$ cat config.mk
export PLATFORM = sky130hd
export DESIGN_NAME = vipu_top
export DESIGN_NICKNAME = d
export VERILOG_FILES = /design/src/logic/vipu_pkg.sv /design/src/logic/vipu_top.sv
export SDC_FILE = /design/constraint.sdc
export NUM_CORES = 1
export LEC_CHECK = 0
export BUFFER_PORTS_ARGS = -buffer_cell sky130_fd_sc_hd__clkbuf_2
export CORE_MARGIN = 3
export CORE_UTILIZATION = 45
export DETAILED_ROUTE_END_ITERATION = 8
export PLACE_DENSITY_LB_ADDON = 0.15
export SLEW_MARGIN = 20
export SYNTH_ARGS = -nofsm -noshare
export SYNTH_HDL_FRONTEND = slang
export SYNTH_SLANG_ARGS = --single-unit
$ cat constraint.sdc
create_clock -name CORE_CLK -period 56.3 [get_ports CORE_CLK]
set_clock_uncertainty 0.1 [all_clocks]
set_input_delay 8.445 -clock CORE_CLK [delete_from_list [all_inputs] [get_ports CORE_CLK]]
set_output_delay 8.445 -clock CORE_CLK [all_outputs]
set_load 0.05 [all_outputs]
$ cat src/logic/vipu_pkg.sv
package vipu_pkg;
    // ------------------------------------------------------------
    // vector table geometry
    // ------------------------------------------------------------
    localparam logic [23:0] PRI_TABLE_BASE = 24'h000004;
    localparam int unsigned TABLE_ENTRIES = 126;
    localparam int unsigned TRAP_COUNT = 8;
    localparam int unsigned USER_VECTORS = 118;
    localparam int unsigned IMPL_SOURCES = 32;
    localparam logic [23:0] ENTRY_STRIDE = 24'h000002;
    localparam logic [23:0] RESET_ADDR = 24'h000000;
    // ------------------------------------------------------------
    // register offsets
    // ------------------------------------------------------------
    localparam logic [7:0] OFF_STATUS = 8'h00;
    localparam logic [7:0] OFF_CORE_CTRL = 8'h01;
    localparam logic [7:0] OFF_ICTL1 = 8'h02;
    localparam logic [7:0] OFF_ICTL2 = 8'h03;
    localparam logic [7:0] OFF_FLAG0 = 8'h04;
    localparam logic [7:0] OFF_FLAG1 = 8'h05;
    localparam logic [7:0] OFF_ENA0 = 8'h06;
    localparam logic [7:0] OFF_ENA1 = 8'h07;
    localparam logic [7:0] OFF_PRIO_BASE = 8'h08;
    localparam logic [7:0] OFF_VECSTAT = 8'h10;
    // ------------------------------------------------------------
    // field positions and reset values
    // ------------------------------------------------------------
    localparam int unsigned CPU_PRIO_LSB = 5;
    localparam int unsigned PRIO_MSB_POS = 3;
    localparam int unsigned NEST_DIS_POS = 15;
    localparam int unsigned ALT_SEL_POS = 15;
    localparam logic [2:0] SRC_PRIO_RESET = 3'h4;
    localparam logic [2:0] CPU_PRIO_RESET = 3'h0;
    // ------------------------------------------------------------
    // fixed latencies
    // ------------------------------------------------------------
    localparam int unsigned ENTRY_CYCLES = 3;
    localparam int unsigned RETURN_CYCLES = 2;
    typedef enum logic [1:0] {ST_IDLE, ST_ENTRY, ST_SERVICE, ST_RETURN} vipu_state_t;
endpackage

$ cat src/logic/vipu_top.sv
// The implementer's own choices: the strobed register port and the placing of the registers.
`timescale 1ns/10ps
// Function
// - merge all sources into one request
// - each source has its own vector
// - primary table at 000004h, 126 entries
// - entries are 24-bit routine addresses
// - lower vector wins among equals
// - fixed order inside one level
// - constant entry and return latency
// - thirty-two sources implemented
// - alternate table follows primary table
// - select bit chooses alternate table
// - reset bypasses the controller
// - reset clears registers except source priorities (reset to 4), fetch at zero
// - cpu priority in status bits 7:5
// - msb bit shifts levels to 8-15; here the bit stays 0, so levels stay 0-7
// - flags set by hardware, cleared by software
// - per-source enable gates forwarding
// - three-bit source priority, zero disables
// - priority msb is read-only
module vipu_top #(
    parameter int unsigned NSRC = vipu_pkg::IMPL_SOURCES
) (
    // clock and reset
    input wire logic CORE_CLK,
    input wire logic RSTN,
    // register port
    input wire logic [7:0] REG_ADDR,
    input wire logic [15:0] REG_WDATA,
    input wire logic REG_WR,
    input wire logic REG_RD,
    output logic [15:0] REG_RDATA,
    // request lines from peripherals and pins
    input wire logic [NSRC-1:0] SRC_REQ,
    input wire logic [NSRC-1:0] SRC_IS_PIN,
    // core side
    output logic CORE_IRQ,
    output logic [6:0] CORE_VECNUM,
    output logic [23:0] CORE_VEC_ADDR,
    output logic [3:0] CORE_LEVEL,
    output logic CORE_ENTER,
    output logic CORE_RESUME,
    output logic [23:0] CORE_RESET_PC,
    input wire logic CORE_RETURN
);
    // ------------------------------------------------------------
    // declarations
    // ------------------------------------------------------------
    localparam int unsigned NW = NSRC / 16;
    localparam int unsigned NP = NSRC / 4;
    logic [NSRC-1:0] flag_q;
    logic [NSRC-1:0] ena_q;
    logic [2:0] prio_q [NSRC];
    logic [2:0] cpu_prio_q;
    logic prio_msb_q;
    logic nest_dis_q;
    logic alt_sel_q;
    logic [NSRC-1:0] pin_s1_q;
    logic [NSRC-1:0] pin_s2_q;
    logic [NSRC-1:0] pin_s3_q;
    logic [NSRC-1:0] raw_req;
    logic [NSRC-1:0] fl_clr;
    logic [3:0] stack_q [8];
    logic [2:0] sp_q;
    vipu_pkg::vipu_state_t state_q;
    logic [1:0] cnt_q;
    logic [6:0] win_vec;
    logic [2:0] win_prio;
    logic win_valid;
    logic [3:0] cpu_level;
    logic [6:0] held_vec_q;
    logic [2:0] held_prio_q;

    assign cpu_level = {prio_msb_q, cpu_prio_q};

    function automatic logic wr_hit(input logic [7:0] off);
        wr_hit = REG_WR && (REG_ADDR == off);
    endfunction

    // ------------------------------------------------------------
    // input synchronisers and source edge detect
    // ------------------------------------------------------------
    always_ff @(posedge CORE_CLK or negedge RSTN) begin
        if (!RSTN) begin
            pin_s1_q <= '0;
            pin_s2_q <= '0;
            pin_s3_q <= '0;
        end else begin
            pin_s1_q <= SRC_REQ;
            pin_s2_q <= pin_s1_q;
            pin_s3_q <= pin_s2_q;
        end
    end

    // pins use the synchronised rising edge, peripherals the raw level
    assign raw_req = (SRC_IS_PIN & pin_s2_q & ~pin_s3_q) | (~SRC_IS_PIN & SRC_REQ);

    // ------------------------------------------------------------
    // request flags
    // ------------------------------------------------------------
    genvar g;
    generate
        for (g = 0; g < NSRC; g++) begin : g_flag
            // writing a zero clears the flag, ones leave it
            assign fl_clr[g] = wr_hit(vipu_pkg::OFF_FLAG0 + 8'(g / 16)) && !REG_WDATA[g % 16];
            always_ff @(posedge CORE_CLK or negedge RSTN) begin
                if (!RSTN) begin
                    flag_q[g] <= 1'b0;
                end else if (raw_req[g]) begin
                    flag_q[g] <= 1'b1;
                end else if (fl_clr[g]) begin
                    flag_q[g] <= 1'b0;
                end
            end
            always_ff @(posedge CORE_CLK or negedge RSTN) begin
                if (!RSTN) begin
                    ena_q[g] <= 1'b0;
                    prio_q[g] <= vipu_pkg::SRC_PRIO_RESET;
                end else begin
                    if (wr_hit(vipu_pkg::OFF_ENA0 + 8'(g / 16))) begin
                        ena_q[g] <= REG_WDATA[g % 16];
                    end
                    if (wr_hit(vipu_pkg::OFF_PRIO_BASE + 8'(g / 4))) begin
                        prio_q[g] <= REG_WDATA[(g % 4) * 4 +: 3];
                    end
                end
            end
        end
    endgenerate

    // ------------------------------------------------------------
    // arbitration
    // ------------------------------------------------------------
    always_comb begin
        win_vec = '0;
        win_prio = '0;
        win_valid = 1'b0;
        // scan from the top so the lowest index with the best level wins
        for (int i = NSRC - 1; i >= 0; i--) begin
            if (flag_q[i] && ena_q[i] && prio_q[i] != 3'h0 && prio_q[i] >= win_prio) begin
                win_vec = 7'(i);
                win_prio = prio_q[i];
                win_valid = 1'b1;
            end
        end
        if ({1'b0, win_prio} <= cpu_level) begin
            win_valid = 1'b0;
        end
    end

    // ------------------------------------------------------------
    // control registers and cpu priority
    // ------------------------------------------------------------
    always_ff @(posedge CORE_CLK or negedge RSTN) begin
        if (!RSTN) begin
            nest_dis_q <= 1'b0;
            alt_sel_q <= 1'b0;
            prio_msb_q <= 1'b0;
        end else begin
            if (wr_hit(vipu_pkg::OFF_ICTL1)) begin
                nest_dis_q <= REG_WDATA[vipu_pkg::NEST_DIS_POS];
            end
            if (wr_hit(vipu_pkg::OFF_ICTL2)) begin
                alt_sel_q <= REG_WDATA[vipu_pkg::ALT_SEL_POS];
            end
            // core control writes never reach the msb bit
            prio_msb_q <= prio_msb_q;
        end
    end

    always_ff @(posedge CORE_CLK or negedge RSTN) begin
        if (!RSTN) begin
            cpu_prio_q <= vipu_pkg::CPU_PRIO_RESET;
            sp_q <= '0;
        end else if (state_q == vipu_pkg::ST_IDLE && win_valid) begin
            stack_q[sp_q] <= cpu_level;
            sp_q <= sp_q + 3'h1;
            cpu_prio_q <= win_prio;
        end else if (state_q == vipu_pkg::ST_RETURN && cnt_q == 2'h0) begin
            cpu_prio_q <= stack_q[sp_q - 3'h1][2:0];
            sp_q <= sp_q - 3'h1;
        end else if (wr_hit(vipu_pkg::OFF_STATUS) && !nest_dis_q) begin
            cpu_prio_q <= REG_WDATA[vipu_pkg::CPU_PRIO_LSB +: 3];
        end
    end

    // ------------------------------------------------------------
    // entry and return sequencer
    // ------------------------------------------------------------
    always_ff @(posedge CORE_CLK or negedge RSTN) begin
        if (!RSTN) begin
            state_q <= vipu_pkg::ST_IDLE;
            cnt_q <= '0;
            held_vec_q <= '0;
            held_prio_q <= '0;
        end else begin
            unique case (state_q)
                vipu_pkg::ST_IDLE: begin
                    if (win_valid) begin
                        state_q <= vipu_pkg::ST_ENTRY;
                        cnt_q <= 2'(vipu_pkg::ENTRY_CYCLES - 1);
                        held_vec_q <= win_vec;
                        held_prio_q <= win_prio;
                    end
                end
                vipu_pkg::ST_ENTRY: begin
                    if (cnt_q == 2'h0) begin
                        state_q <= vipu_pkg::ST_SERVICE;
                    end else begin
                        cnt_q <= cnt_q - 2'h1;
                    end
                end
                vipu_pkg::ST_SERVICE: begin
                    if (CORE_RETURN) begin
                        state_q <= vipu_pkg::ST_RETURN;
                        cnt_q <= 2'(vipu_pkg::RETURN_CYCLES - 1);
                    end
                end
                vipu_pkg::ST_RETURN: begin
                    if (cnt_q == 2'h0) begin
                        state_q <= vipu_pkg::ST_IDLE;
                    end else begin
                        cnt_q <= cnt_q - 2'h1;
                    end
                end
            endcase
        end
    end

    // ------------------------------------------------------------
    // core outputs
    // ------------------------------------------------------------
    always_ff @(posedge CORE_CLK or negedge RSTN) begin
        if (!RSTN) begin
            CORE_IRQ <= 1'b0;
            CORE_VECNUM <= '0;
            CORE_VEC_ADDR <= vipu_pkg::PRI_TABLE_BASE;
            CORE_LEVEL <= '0;
            CORE_ENTER <= 1'b0;
            CORE_RESUME <= 1'b0;
            CORE_RESET_PC <= vipu_pkg::RESET_ADDR;
        end else begin
            CORE_IRQ <= (state_q == vipu_pkg::ST_IDLE) && win_valid;
            CORE_ENTER <= (state_q == vipu_pkg::ST_ENTRY) && (cnt_q == 2'h0);
            CORE_RESUME <= (state_q == vipu_pkg::ST_RETURN) && (cnt_q == 2'h0);
            CORE_LEVEL <= cpu_level;
            CORE_RESET_PC <= vipu_pkg::RESET_ADDR;
            if (state_q == vipu_pkg::ST_ENTRY) begin
                CORE_VECNUM <= held_vec_q;
                // trap slots come first; alternate table sits right after primary
                CORE_VEC_ADDR <= vipu_pkg::PRI_TABLE_BASE
                    + (alt_sel_q ? 24'(vipu_pkg::TABLE_ENTRIES) * vipu_pkg::ENTRY_STRIDE : 24'h0)
                    + (24'(vipu_pkg::TRAP_COUNT) + 24'(held_vec_q)) * vipu_pkg::ENTRY_STRIDE;
            end
        end
    end

    // ------------------------------------------------------------
    // register read port
    // ------------------------------------------------------------
    always_ff @(posedge CORE_CLK or negedge RSTN) begin
        if (!RSTN) begin
            REG_RDATA <= '0;
        end else if (REG_RD) begin
            REG_RDATA <= '0;
            if (REG_ADDR == vipu_pkg::OFF_STATUS) begin
                REG_RDATA <= 16'({cpu_prio_q, 5'h00});
            end else if (REG_ADDR == vipu_pkg::OFF_CORE_CTRL) begin
                REG_RDATA <= 16'({prio_msb_q, 3'h0});
            end else if (REG_ADDR == vipu_pkg::OFF_ICTL1) begin
                REG_RDATA <= {nest_dis_q, 15'h0000};
            end else if (REG_ADDR == vipu_pkg::OFF_ICTL2) begin
                REG_RDATA <= {alt_sel_q, 15'h0000};
            end else if (REG_ADDR == vipu_pkg::OFF_VECSTAT) begin
                REG_RDATA <= {1'b0, held_prio_q, 5'h00, held_vec_q};
            end else begin
                for (int w = 0; w < NW; w++) begin
                    if (REG_ADDR == vipu_pkg::OFF_FLAG0 + 8'(w)) begin
                        REG_RDATA <= flag_q[w * 16 +: 16];
                    end
                    if (REG_ADDR == vipu_pkg::OFF_ENA0 + 8'(w)) begin
                        REG_RDATA <= ena_q[w * 16 +: 16];
                    end
                end
                for (int p = 0; p < NP; p++) begin
                    if (REG_ADDR == vipu_pkg::OFF_PRIO_BASE + 8'(p)) begin
                        REG_RDATA <= {1'b0, prio_q[p * 4 + 3], 1'b0, prio_q[p * 4 + 2],
                                      1'b0, prio_q[p * 4 + 1], 1'b0, prio_q[p * 4]};
                    end
                end
            end
        end else begin
            REG_RDATA <= '0;
        end
    end
endmodule
# After elaboration in Yosys (flattened, before gate mapping)

Memory sizes are Yosys's and may differ from the RTL's.
Index checks and enable logic that the tools add are counted.
W data, S select, Z words.

Add/subtract/negate cells: 6
Bitwise operators: 6
Mux-type cells: 196
Eq/ne operators: 24
Reductions and logical operators: 238
Order comparisons: 33

Operators with widths:

| cell                  | number |
|---|---|
| $mux W16              | 18 |
| $mux W7               | 31 |
| $logic_and A1 B1 Y1   | 148 |
| $mux W3               | 37 |
| $mux W1               | 99 |
| $reduce_bool A3 Y1    | 33 |
| $and A32 B32 Y32      | 3 |
| $ge A3 B3 Y1          | 31 |
| $reduce_bool A2 Y1    | 33 |
| $eq A8 B4 Y1 const B  | 8 |
| $not A32 Y32          | 2 |
| $eq A8 B3 Y1 const B  | 4 |
| $or A32 B32 Y32       | 1 |
| $logic_not A1 Y1      | 17 |
| $eq A8 B2 Y1 const B  | 2 |
| $mux W2               | 7 |
| $add A9 B9 Y10        | 1 |
| $add A3 B8 Y9 const A | 1 |
| $add A4 B7 Y8 const A | 1 |
| $eq A8 B1 Y1 const B  | 1 |
| $eq A8 B5 Y1 const B  | 1 |
| $logic_not A8 Y1      | 1 |
| $mux W8               | 1 |
| $ne A2 B2 Y1 const B  | 4 |
| other kinds (16)      | 18 |

Memories kept: 1
Register bits: 331
Word-level logic and storage cells: 618
Output and inout bits: 78
Memory bits (writable): 24
Input bits: 93

Memory list:

| memory  | words | bits a word | rd ports | clocked after memory_dff | write ports | RTL line       | source |
|---|---|---|---|---|---|---|---|
| stack_q | 8     | 3           | 1        | 0                        | 1           | vipu_top.sv:64 | `logic [3:0] stack_q [8];` |

# Logic depth before layout (Yosys ltp)

Gate-level depths: netlist of run 1.

Depth after elaboration: 103
Mapped depth: 245
Depth with buffers taken out: 243

# Worst setup path before layout of run 1

No wires, ideal clock.

Path type: reg-to-reg
From: reg prio_q[2] (netlist name)
To: mem stack_q[0][0] (netlist name) (enable)
Cell stages (with the launch flop): 239
Required time: 55.829 ns
Setup time: 0.371 ns
Period minus slack after synthesis: 42.839 ns
Buffers on the path: 2
Setup slack: 13.461 ns
Arrival time: 42.367 ns
Cell sequence: dfstp_2 -> nand3_1 -> ha_1 -> a21oi_1 -> o21ai_2 -> and3_1 -> o31ai_1 -> mux2_2 -> ha_1 -> nand2b_1 -> o211a_2 -> a31oi_4 -> nand2_1 -> o21ai_0 -> ha_1 -> nand2b_1 -> maj3_1 -> a21oi_1 -> [203 not listed] -> o31ai_1 -> a21oi_1 -> inv_1 -> ha_1 -> nand2b_1 -> a21o_1 -> a21oi_1 -> nor2_1 -> nand2_1 -> o21ai_0 -> ha_1 -> a21o_1 -> a21oi_1 -> a31oi_1 -> and2_1 -> o31ai_4 -> buf_2 -> nor4_1

Word-level cells in the longest chain between the ends: 103
Elaborated cells on any way between the ends: 136
Classes of those cells: 33 x order compare; 67 x mux; 36 x reduce/logical

Ends and longest elaborated chain:

| item                                                                 | RTL line        | source |
|---|---|---|
| start, declared                                                      | vipu_top.sv:54  | `logic [2:0] prio_q [NSRC];` |
| start signal, assigned by index                                      | vipu_top.sv:119 | `prio_q[g] <= vipu_pkg::SRC_PRIO_RESET;` |
| start signal, assigned by index                                      | vipu_top.sv:125 | `prio_q[g] <= REG_WDATA[(g % 4) * 4 +: 3];` |
| parallel branches: the longest is 3 deep, another holds $ge A3 B1 Y1 | --              |  |
| $mux W3 *                                                            | vipu_top.sv:141 | `if (flag_q[i] && ena_q[i] && prio_q[i] != 3'h0 && prio_q[i] >= win_prio) begin` |
| $ge A3 B3 Y1                                                         | vipu_top.sv:141 |  |
| $logic_and A1 B1 Y1                                                  | vipu_top.sv:141 |  |
| $mux W3 *                                                            | vipu_top.sv:141 |  |
| $ge A3 B3 Y1                                                         | vipu_top.sv:141 |  |
| $logic_and A1 B1 Y1                                                  | vipu_top.sv:141 |  |
| $mux W3 *                                                            | vipu_top.sv:141 |  |
| [86 not listed]                                                      | --              |  |
| $mux W3 *                                                            | vipu_top.sv:141 |  |
| named net win_prio[1]                                                | vipu_top.sv:69  | `logic [2:0] win_prio;` |
| $le A3 B3 Y1 *                                                       | vipu_top.sv:147 | `if ({1'b0, win_prio} <= cpu_level) begin` |
| $mux W1 *                                                            | vipu_top.sv:147 |  |
| $logic_and A1 B1 Y1 *                                                | vipu_top.sv:176 | `end else if (state_q == vipu_pkg::ST_IDLE && win_valid) begin` |
| $mux W1 *                                                            | vipu_top.sv:176 |  |
| $logic_and A1 B1 Y1 (not written as such) *                          | vipu_top.sv:177 | `stack_q[sp_q] <= cpu_level;` |
| $mux W1 (not written as such) *                                      | vipu_top.sv:177 |  |
| end, declared                                                        | vipu_top.sv:64  |  |

Mark *: on every way through the listed nets, which the timed path passes.

# Worst setup path in the final report of run 1

From: reg prio_q[2] (netlist name)
To: mem stack_q[2][2] (netlist name) (enable)

Same word-level chain as after synthesis.

==> results of run 1 <==
registers in the layout, indices dropped and copies added, names as in the netlist:
name,cells
prio_q,96
ena_q,32
flag_q,32
pin_s1_q,32
pin_s2_q,32
pin_s3_q,32
stack_q,24
REG_RDATA,16
CORE_VEC_ADDR,8
held_vec_q,5
CORE_VECNUM,4
CORE_LEVEL,3
cpu_prio_q,3
held_prio_q,3
sp_q,3
cnt_q,2
state_q,2
CORE_ENTER,1
CORE_IRQ,1
CORE_RESUME,1
alt_sel_q,1
nest_dis_q,1
how the worst min path moves through the flow:
stage,from,to,slack [ps]
5_1_grt,pin_s1_q[3],pin_s2_q[3],250
2_1_floorplan,pin_s1_q[0],pin_s2_q[0],230
4_1_cts,pin_s1_q[13],pin_s2_q[13],240
3_5_place_dp,pin_s1_q[15],pin_s2_q[15],230
3_3_place_gp,pin_s1_q[28],pin_s2_q[28],230
6_report,pin_s1_q[29],pin_s2_q[29],250
layout make-up:
type	instances	area, um^2
fill	3897	20600
multi-input combinational	1370	9820
sequential	334	8520
clock buffer	57	1140
timing repair buffer	139	748
tap	539	674
inverter	113	424
clock inverter	14	153
antenna	1	2.50
cell families (layout without fill, tap and decap cells):
kind of cell	after synthesis	count (layout)	share of synthesized area, %
xor gates and xnor gates	6	6	0.274
buffers and inverters	223	323	5.32
and+or+nand+nor	560	560	14.5
muxes	184	184	12.1
other	1	44	0.0195
AOI/OAI and AO/OA	507	507	19.0
adders and majority gates	70	70	4.47
DFF	334	334	44.4
synthesized netlist by cell type (22+ instances only):
cell,number,share of area [%]
nor2_1,119,2.3
and2_1,30,0.98
and3_1,39,1.3
o21ai_0,100,2.6
a31oi_1,22,0.72
a21oi_1,85,2.2
ha_1,59,3.8
mux2_2,146,8.6
o221ai_1,36,1.6
clkbuf_1,50,0.98
buf_4,46,1.8
nand3_1,54,1.4
nor3_1,29,0.76
dfstp_2,33,4.5
nand2b_1,36,1.2
edfxtp_1,24,3.8
dfrtp_1,277,36
inv_1,112,2.2
nand2_1,167,3.3
per-layer routing:
| layer | up-vias | part of all wire (%) | track usage, % |
|---|---|---|---|
| met1 | 7919 | 45 | 40.8 |
| met2 | 624 | 45 | 43.7 |
| met3 | 116 | 6.8 | 4.56 |
| li1 | 7178 | - | - |
| met4 | 0 | 3.6 | 10.0 |
| met5 | - | 0 | 0 |
where the power goes:
part           switching (mW)  leakage (nW)  internal, mW
combinational          0.0925          5.15        0.0540
clock                   0.103         0.633         0.151
sequential             0.0250          3.97         0.265
total                   0.220          9.75         0.470
per-stage QoR:
stage | worst slack [ps] | total power [mW] | instance area [um^2] | hold slack (ps)
after global routing | 2740 | 0.723 | 21500 | 245
after global placement | 8590 | 0.436 | 20200 | 232
final | 7110 | 0.690 | 21500 | 247
after CTS | 7410 | 0.697 | 21500 | 244
after floorplan | 13460 | 0.393 | 19400 | 231
after detailed placement | 7580 | 0.439 | 20200 | 235
worst max-delay path: cells and delay by family (launching register included):
kind	cells	cell delay (ps)
adders and majority gates	38	10390
buffers and inverters	7	730
AOI/OAI and AO/OA	89	19520
DFF	1	550
muxes	9	3160
and+or+nand+nor	93	14390
==> metrics.txt, run 1 <==
status=complete, no violations; core area=42000 um^2; final hold vios=0; commonest non-fill, non-tap cells in the layout=dfrtp_1 (277), nand2_1 (167), mux2_2 (146), clkbuf_2 (126), nor2_1 (118); power density over the cells=32.1 nW/um^2; CTS Root Cell=clkbuf_16; number of global-route vias before repair=15100; FF+latch count, synth=334; initial antenna violation count=0; share of cells above drive strength 1=21.9%; GRT Util Overall=28.4%; Final setup viols=0; hold depth=0; Slew @ Worst Pin=1080 ps; Setup crit start=prio_q[2]; ANT nets after route=0; Initial Util=45.7%; dpl hpwl=48100 um; Placed Cells=2495; fmax=0.0203 GHz; Worst Path Required=56400 ps; Num CTS Buffers=39; Min-Delay Path Class=reg -> reg; Worst path slowest cell=a2111oi_1; Netlist cell types=108; maximum VDD drop=0.0233 mV; Setup crit end=stack_q[2][2]; via count=15800; Max Cap Viol=0; Max Root-Sink Buffers=3; RD Place Congestion=1.01; num rows=75; Avg Inst Size Synth=10.2 um^2; Die X=213 um; fin crit share=87.4%; PostCTS Resize Cnt=0; clk slew on worst S/H paths=60 ps; Num Clock Sinks=334; Worst slew margin=28.3%; CTS tree=built; crit path max fanout=26; most common cell after layout, fill and taps aside=dfrtp_1; Max stage delay on crit path=780 ps; drt first-iter violations=1375; first-pass GRT wire length=95900 um; residual DRC count=0; Post-synth ARST share=92.8%; setup TNS=0 ps; total wire length=64500 um; worst r2r dst=stack_q[2][2]; Setup Crit Path Kind=reg -> reg; largest net degree at the start of global routing=168; Post-Syn Area=19200 um^2; First-pass DRT Iterations=5; fin crit period=49190 ps; RR Startpoint=prio_q[2]; RSZ-0062 raised after global routing=false; Via density=6.17; Max Slew Vio Count=0; Leak=9.75 nW; io pins=171; Die H=213 um; most used cell, CP=ha_1; flop-to-flop setup slack=7110 ps; GR Overflow Total=0; Hold-fix buffers, CTS=0; Die Area=45200 um^2; worst endpoint data arrival time=49290 ps; synthesized instance count=1885; Finished Layout Cells=2567; Yosys Warn Count=0; Layout area overhead=11.9%; reg2reg path depth=236; H-tree depth=2; port buffer count=127; Routed wire per std cell=25.1 um; main flop type after synthesis=dfrtp_1; Setup Buffers After CTS=0; Nets=2150; post-synthesis sequential area ratio=44.4%; fin util=51.1%; crit start category=flop; clock latency on the worst-skew pair=560 ps; Post-synth EDFFs=24; Critical Path End Type=flop
(Power assumes the default switching activity.)
==> inputs of run 2 (changes only) <==
--- a/config.mk
+++ b/config.mk
@@ -10,6 +10,7 @@
 export CORE_UTILIZATION = 45
 export DETAILED_ROUTE_END_ITERATION = 8
 export PLACE_DENSITY_LB_ADDON = 0.15
+export REMOVE_ABC_BUFFERS = 1
 export SLEW_MARGIN = 20
 export SYNTH_ARGS = -nofsm -noshare
 export SYNTH_HDL_FRONTEND = slang
==> run 2 against run 1 <==
Compared with the run above: wire length rose by 2.4%; maximum frequency fell by 0.77%; critical endpoint is now stack_q[3][1]; critical path depth did not move; die area did not move; combinational power barely moved; sequential cell count did not move; count of clock-buffer cells in the layout did not move; register-to-register slack got worse by 380 ps; clock power rose by 2%; critical path type unchanged; sequential share of layout area fell by 0.053 points.
==> metrics.txt, run 2 (same netlist as run 1, synthesis figures left out) <==
status=complete, no violations; Min-Delay Path Class=reg -> reg; dpl hpwl=49100 um; power density over the cells=32.3 nW/um^2; Setup Buffers After CTS=0; combinational share of power=21.0%; share of cells above drive strength 1=21.9%; multi-input logic area=9810 um^2; initial antenna violation count=1; drt first-iter violations=1395; core area=42000 um^2; Final setup viols=0; Layout area overhead=12.1%; Seq pwr share=41.5%; Hold-fix buffers, CTS=0; crit path max fanout=26; Placed Cells=2497; most common cell after layout, fill and taps aside=dfrtp_1; first-pass GRT wire length=98400 um; num rows=75; Die X=213 um; setup TNS=0 ps; cell area after layout=21500 um^2; RSZ-0062 raised after global routing=false; Initial Util=45.7%; Leak=9.77 nW; Finished Layout Cells=2570; number of global-route vias before repair=15300; RD Place Congestion=1.03; crit start category=flop; Pwr Total=0.696 mW; ANT nets after route=0; Nets=2152; via count=15900; Via density=6.18; Num Clock Sinks=334; Critical Path End Type=flop; Max Cap Viol=0; Place WS=7400 ps; residual DRC count=0; Setup Crit Path Kind=reg -> reg; fin crit share=88.1%; final hold vios=0; Max stage delay on crit path=650 ps; GR Overflow Total=0; Num CTS Buffers=39; Max Root-Sink Buffers=3; commonest non-fill, non-tap cells in the layout=dfrtp_1 (277), nand2_1 (167), mux2_2 (146), clkbuf_2 (126), nor2_1 (119); Worst slew margin=30.7%; port buffer count=127; io pins=171; Filler Cell Count=3836; most used cell, CP=ha_1; Power Internal=0.474 mW; clock share of power=37.4%; Sw Share=31.8%; clock latency on the worst-skew pair=560 ps; Reg with most FFs=prio_q; Worst path slowest cell=o311ai_1; fin util=51.2%; worst endpoint data arrival time=49670 ps; maximum VDD drop=0.0260 mV; First-pass DRT Iterations=7; Largest register FFs=96; Die Area=45200 um^2; fmax=0.0202 GHz; PostCTS Resize Cnt=0; H-tree depth=2; Max Slew Vio Count=0; worst hold slack=246 ps; Slew @ Worst Pin=1040 ps; GRT Util Overall=29.2%; fin crit period=49580 ps; total wire length=66000 um; CTS tree=built; largest net degree at the start of global routing=174; placed cell areas=20200 um^2; Reg area=8520 um^2; Routed wire per std cell=25.7 um; Worst Path Required=56390 ps; clk slew on worst S/H paths=60 ps; Switching Power=0.221 mW; Die H=213 um; CTS Root Cell=clkbuf_16; final setup margin=6720 ps
## run 2: power by group through the flow
| stage | sequential, mW | clock (mW) | combinational (mW) |
|---|---|---|---|
| 2_1_floorplan | 0.300 | 0 | 0.0871 |
| 3_3_place_gp | 0.292 | 0 | 0.144 |
| 3_5_place_dp | 0.293 | 0 | 0.146 |
| 4_1_cts | 0.289 | 0.266 | 0.147 |
| 5_1_grt | 0.292 | 0.276 | 0.161 |
| 6_report | 0.289 | 0.260 | 0.146 |
## run 2: layout make-up
cell class	count	share of cell area (%)
diodes	2	0.0233
clock buffers	57	5.33
clock inverters	14	0.768
inverters	113	1.97
multi-input cells	1370	45.6
flip-flops and latches	334	39.6
well taps	539	3.13
repair buffers	141	3.55
## run 2: final timing paths
| path | slack [ps] | to | depth (start not counted) | from |
|---|---|---|---|---|
| min in group asynchronous | 7770 | CORE_LEVEL[2] | 1 | RSTN |
| setup / recovery | 6720 | stack_q[3][1] | 236 | prio_q[2] |
| max in group asynchronous | 46830 | prio_q[40] | 2 | RSTN |
| hold reg to reg | 250 | pin_s2_q[27] | 0 | pin_s1_q[27] |
| setup reg to reg | 6720 | stack_q[3][1] | 236 | prio_q[2] |
| hold / removal | 250 | pin_s2_q[27] | 0 | pin_s1_q[27] |
## run 2: worst max-delay path, delay by kind of cell (launching register included)
kind,cells,cell delay [ps]
DFF,1,550
adders and majority gates,39,10930
and+or+nand+nor,93,14720
AOI/OAI and AO/OA,87,18810
muxes,9,3120
buffers and inverters,8,960
## run 2: metal layers
| layer | track usage, % | vias up | wire (um) |
|---|---|---|---|
| li1 | - | 7175 | - |
| met5 | 0 | - | 0 |
| met3 | 4.93 | 124 | 4270 |
| met4 | 12.1 | 0 | 2680 |
| met1 | 40.1 | 7989 | 28600 |
| met2 | 46.1 | 593 | 30500 |
==> inputs of run 3 (changes only) <==
--- a/config.mk
+++ b/config.mk
@@ -7,7 +7,7 @@
 export LEC_CHECK = 0
 export BUFFER_PORTS_ARGS = -buffer_cell sky130_fd_sc_hd__clkbuf_2
 export CORE_MARGIN = 3
-export CORE_UTILIZATION = 45
+export CORE_UTILIZATION = 53
 export DETAILED_ROUTE_END_ITERATION = 8
 export PLACE_DENSITY_LB_ADDON = 0.15
 export REMOVE_ABC_BUFFERS = 1
==> run 3 against run 2 <==
Compared with the run above: non-clock buffer count shrank 1; global-route usage rose by 3.7 points; setup slack gained 230 ps; critical path depth stayed put; total power fell by 1.9%; critical endpoint is now stack_q[6][2]; largest cell class unchanged; largest power group unchanged.
==> metrics.txt, run 3 (same netlist as run 1, synthesis figures left out) <==
CTS tree=built; final hold vios=0; clock latency on the worst-skew pair=570 ps; hold depth=0; PostCTS Resize Cnt=0; worst hold slack=246 ps; drt first-iter violations=1425; residual DRC count=0; port buffer count=127; total wire length=64100 um; GRT Util Overall=32.9%; Hold-fix buffers, CTS=0; Num Clock Sinks=334; H-tree depth=2; Worst slew margin=22.9%; Critical Path End Type=flop; Max stage delay on crit path=680 ps; Slew @ Worst Pin=1150 ps; RD Place Congestion=1.01; worst endpoint data arrival time=49450 ps; Die Area=38500 um^2; Setup Crit Path Kind=reg -> reg; power density over the cells=32.0 nW/um^2; Die H=196 um; Max Root-Sink Buffers=3; flop-to-flop setup slack=6950 ps; final setup margin=6950 ps; ANT nets after route=0; crit start category=flop; Max Cap Viol=0; Max Slew Vio Count=0; Layout area overhead=11.1%; Num CTS Buffers=36; Pwr Total=0.682 mW; clk slew on worst S/H paths=60 ps; hold path start=pin_s1_q[1]; Reg with most FFs=prio_q; Final setup viols=0; num rows=69; CTS Root Cell=clkbuf_16; RSZ-0062 raised after global routing=false; Worst path slowest cell=o311ai_1; Via density=6.47; Min-Delay Path Class=reg -> reg; Die X=196 um; fmax=0.0203 GHz; dpl hpwl=48000 um; crit path max fanout=26; fin util=59.8%; Initial Util=53.8%; number of global-route vias before repair=15700; Setup Buffers After CTS=0; initial antenna violation count=3; Nets=2148; fin crit period=49350 ps; maximum VDD drop=0.0323 mV; most used cell, CP=ha_1; Filler Cell Count=3002; reg2reg path depth=236; fin crit share=87.7%; most common cell after layout, fill and taps aside=dfrtp_1; First-pass DRT Iterations=5; io pins=171; Largest register FFs=96; GR Overflow Total=0; commonest non-fill, non-tap cells in the layout=dfrtp_1 (277), nand2_1 (167), mux2_2 (146), clkbuf_2 (126), nor2_1 (119); Place WS=7670 ps; share of cells above drive strength 1=21.9%; first-pass GRT wire length=96200 um; Leak=9.72 nW; largest net degree at the start of global routing=108; Routed wire per std cell=25.8 um; worst r2r dst=stack_q[6][2]; RR Startpoint=prio_q[2]; setup TNS=0 ps; Worst Path Required=56400 ps; status=complete, no violations; via count=16100; core area=35700 um^2; WHS Endpoint=pin_s2_q[1]
[run 3: layout make-up]
class                           count  area, um^2  area share, %
Inverter                          113         424           1.99
Clock buffer                       53        1050           4.94
Multi-Input combinational cell   1370        9830           46.1
Sequential cell                   334        8520           39.9
Timing Repair Buffer              140         743           3.48
Antenna cell                        1        2.50         0.0117
Clock inverter                     13         183          0.856
Tap cell                          461         577           2.70
[run 3: worst max-delay path by stage]
stage	startpoint	endpoint	slack [ps]	cells after the start
detailed placement	prio_q[2]	stack_q[6][1]	7670	236
CTS	prio_q[2]	stack_q[6][0]	7520	237
floorplan	prio_q[2]	stack_q[2][0]	13410	237
global placement	prio_q[2]	stack_q[6][1]	8340	236
global route	prio_q[2]	stack_q[6][0]	2860	237
finish	prio_q[2]	stack_q[6][2]	6950	236
[run 3: critical path: cells and delay by family (launching register included)]
family | cells | cell delay [ps]
compound gates | 87 | 18770
simple gates | 93 | 14690
fa+ha+maj | 39 | 10750
mux | 9 | 3130
buf+inv | 8 | 930
flops | 1 | 560
[run 3: power breakdown]
part           switching [mW]  internal [mW]
logic                  0.0936         0.0540
registers              0.0246          0.264
clock network           0.100          0.145
[run 3: metrics by stage]
step | cells | area [um^2]
after floorplan | 1817 | 18800
after global placement | 2418 | 20100
after detailed placement | 2418 | 20100
after CTS | 2484 | 21300
after global routing | 2484 | 21300
final | 2485 | 21300
[run 3: per-layer routing]
layer | wire [um] | vias to the layer above | global-route usage [%] | share of wire, %
li1 | - | 7165 | - | -
met1 | 26900 | 8078 | 45.4 | 42
met2 | 29800 | 715 | 53.0 | 46
met3 | 4840 | 132 | 5.96 | 7.6
met4 | 2520 | 0 | 11.4 | 3.9
met5 | 0 | - | 0 | 0
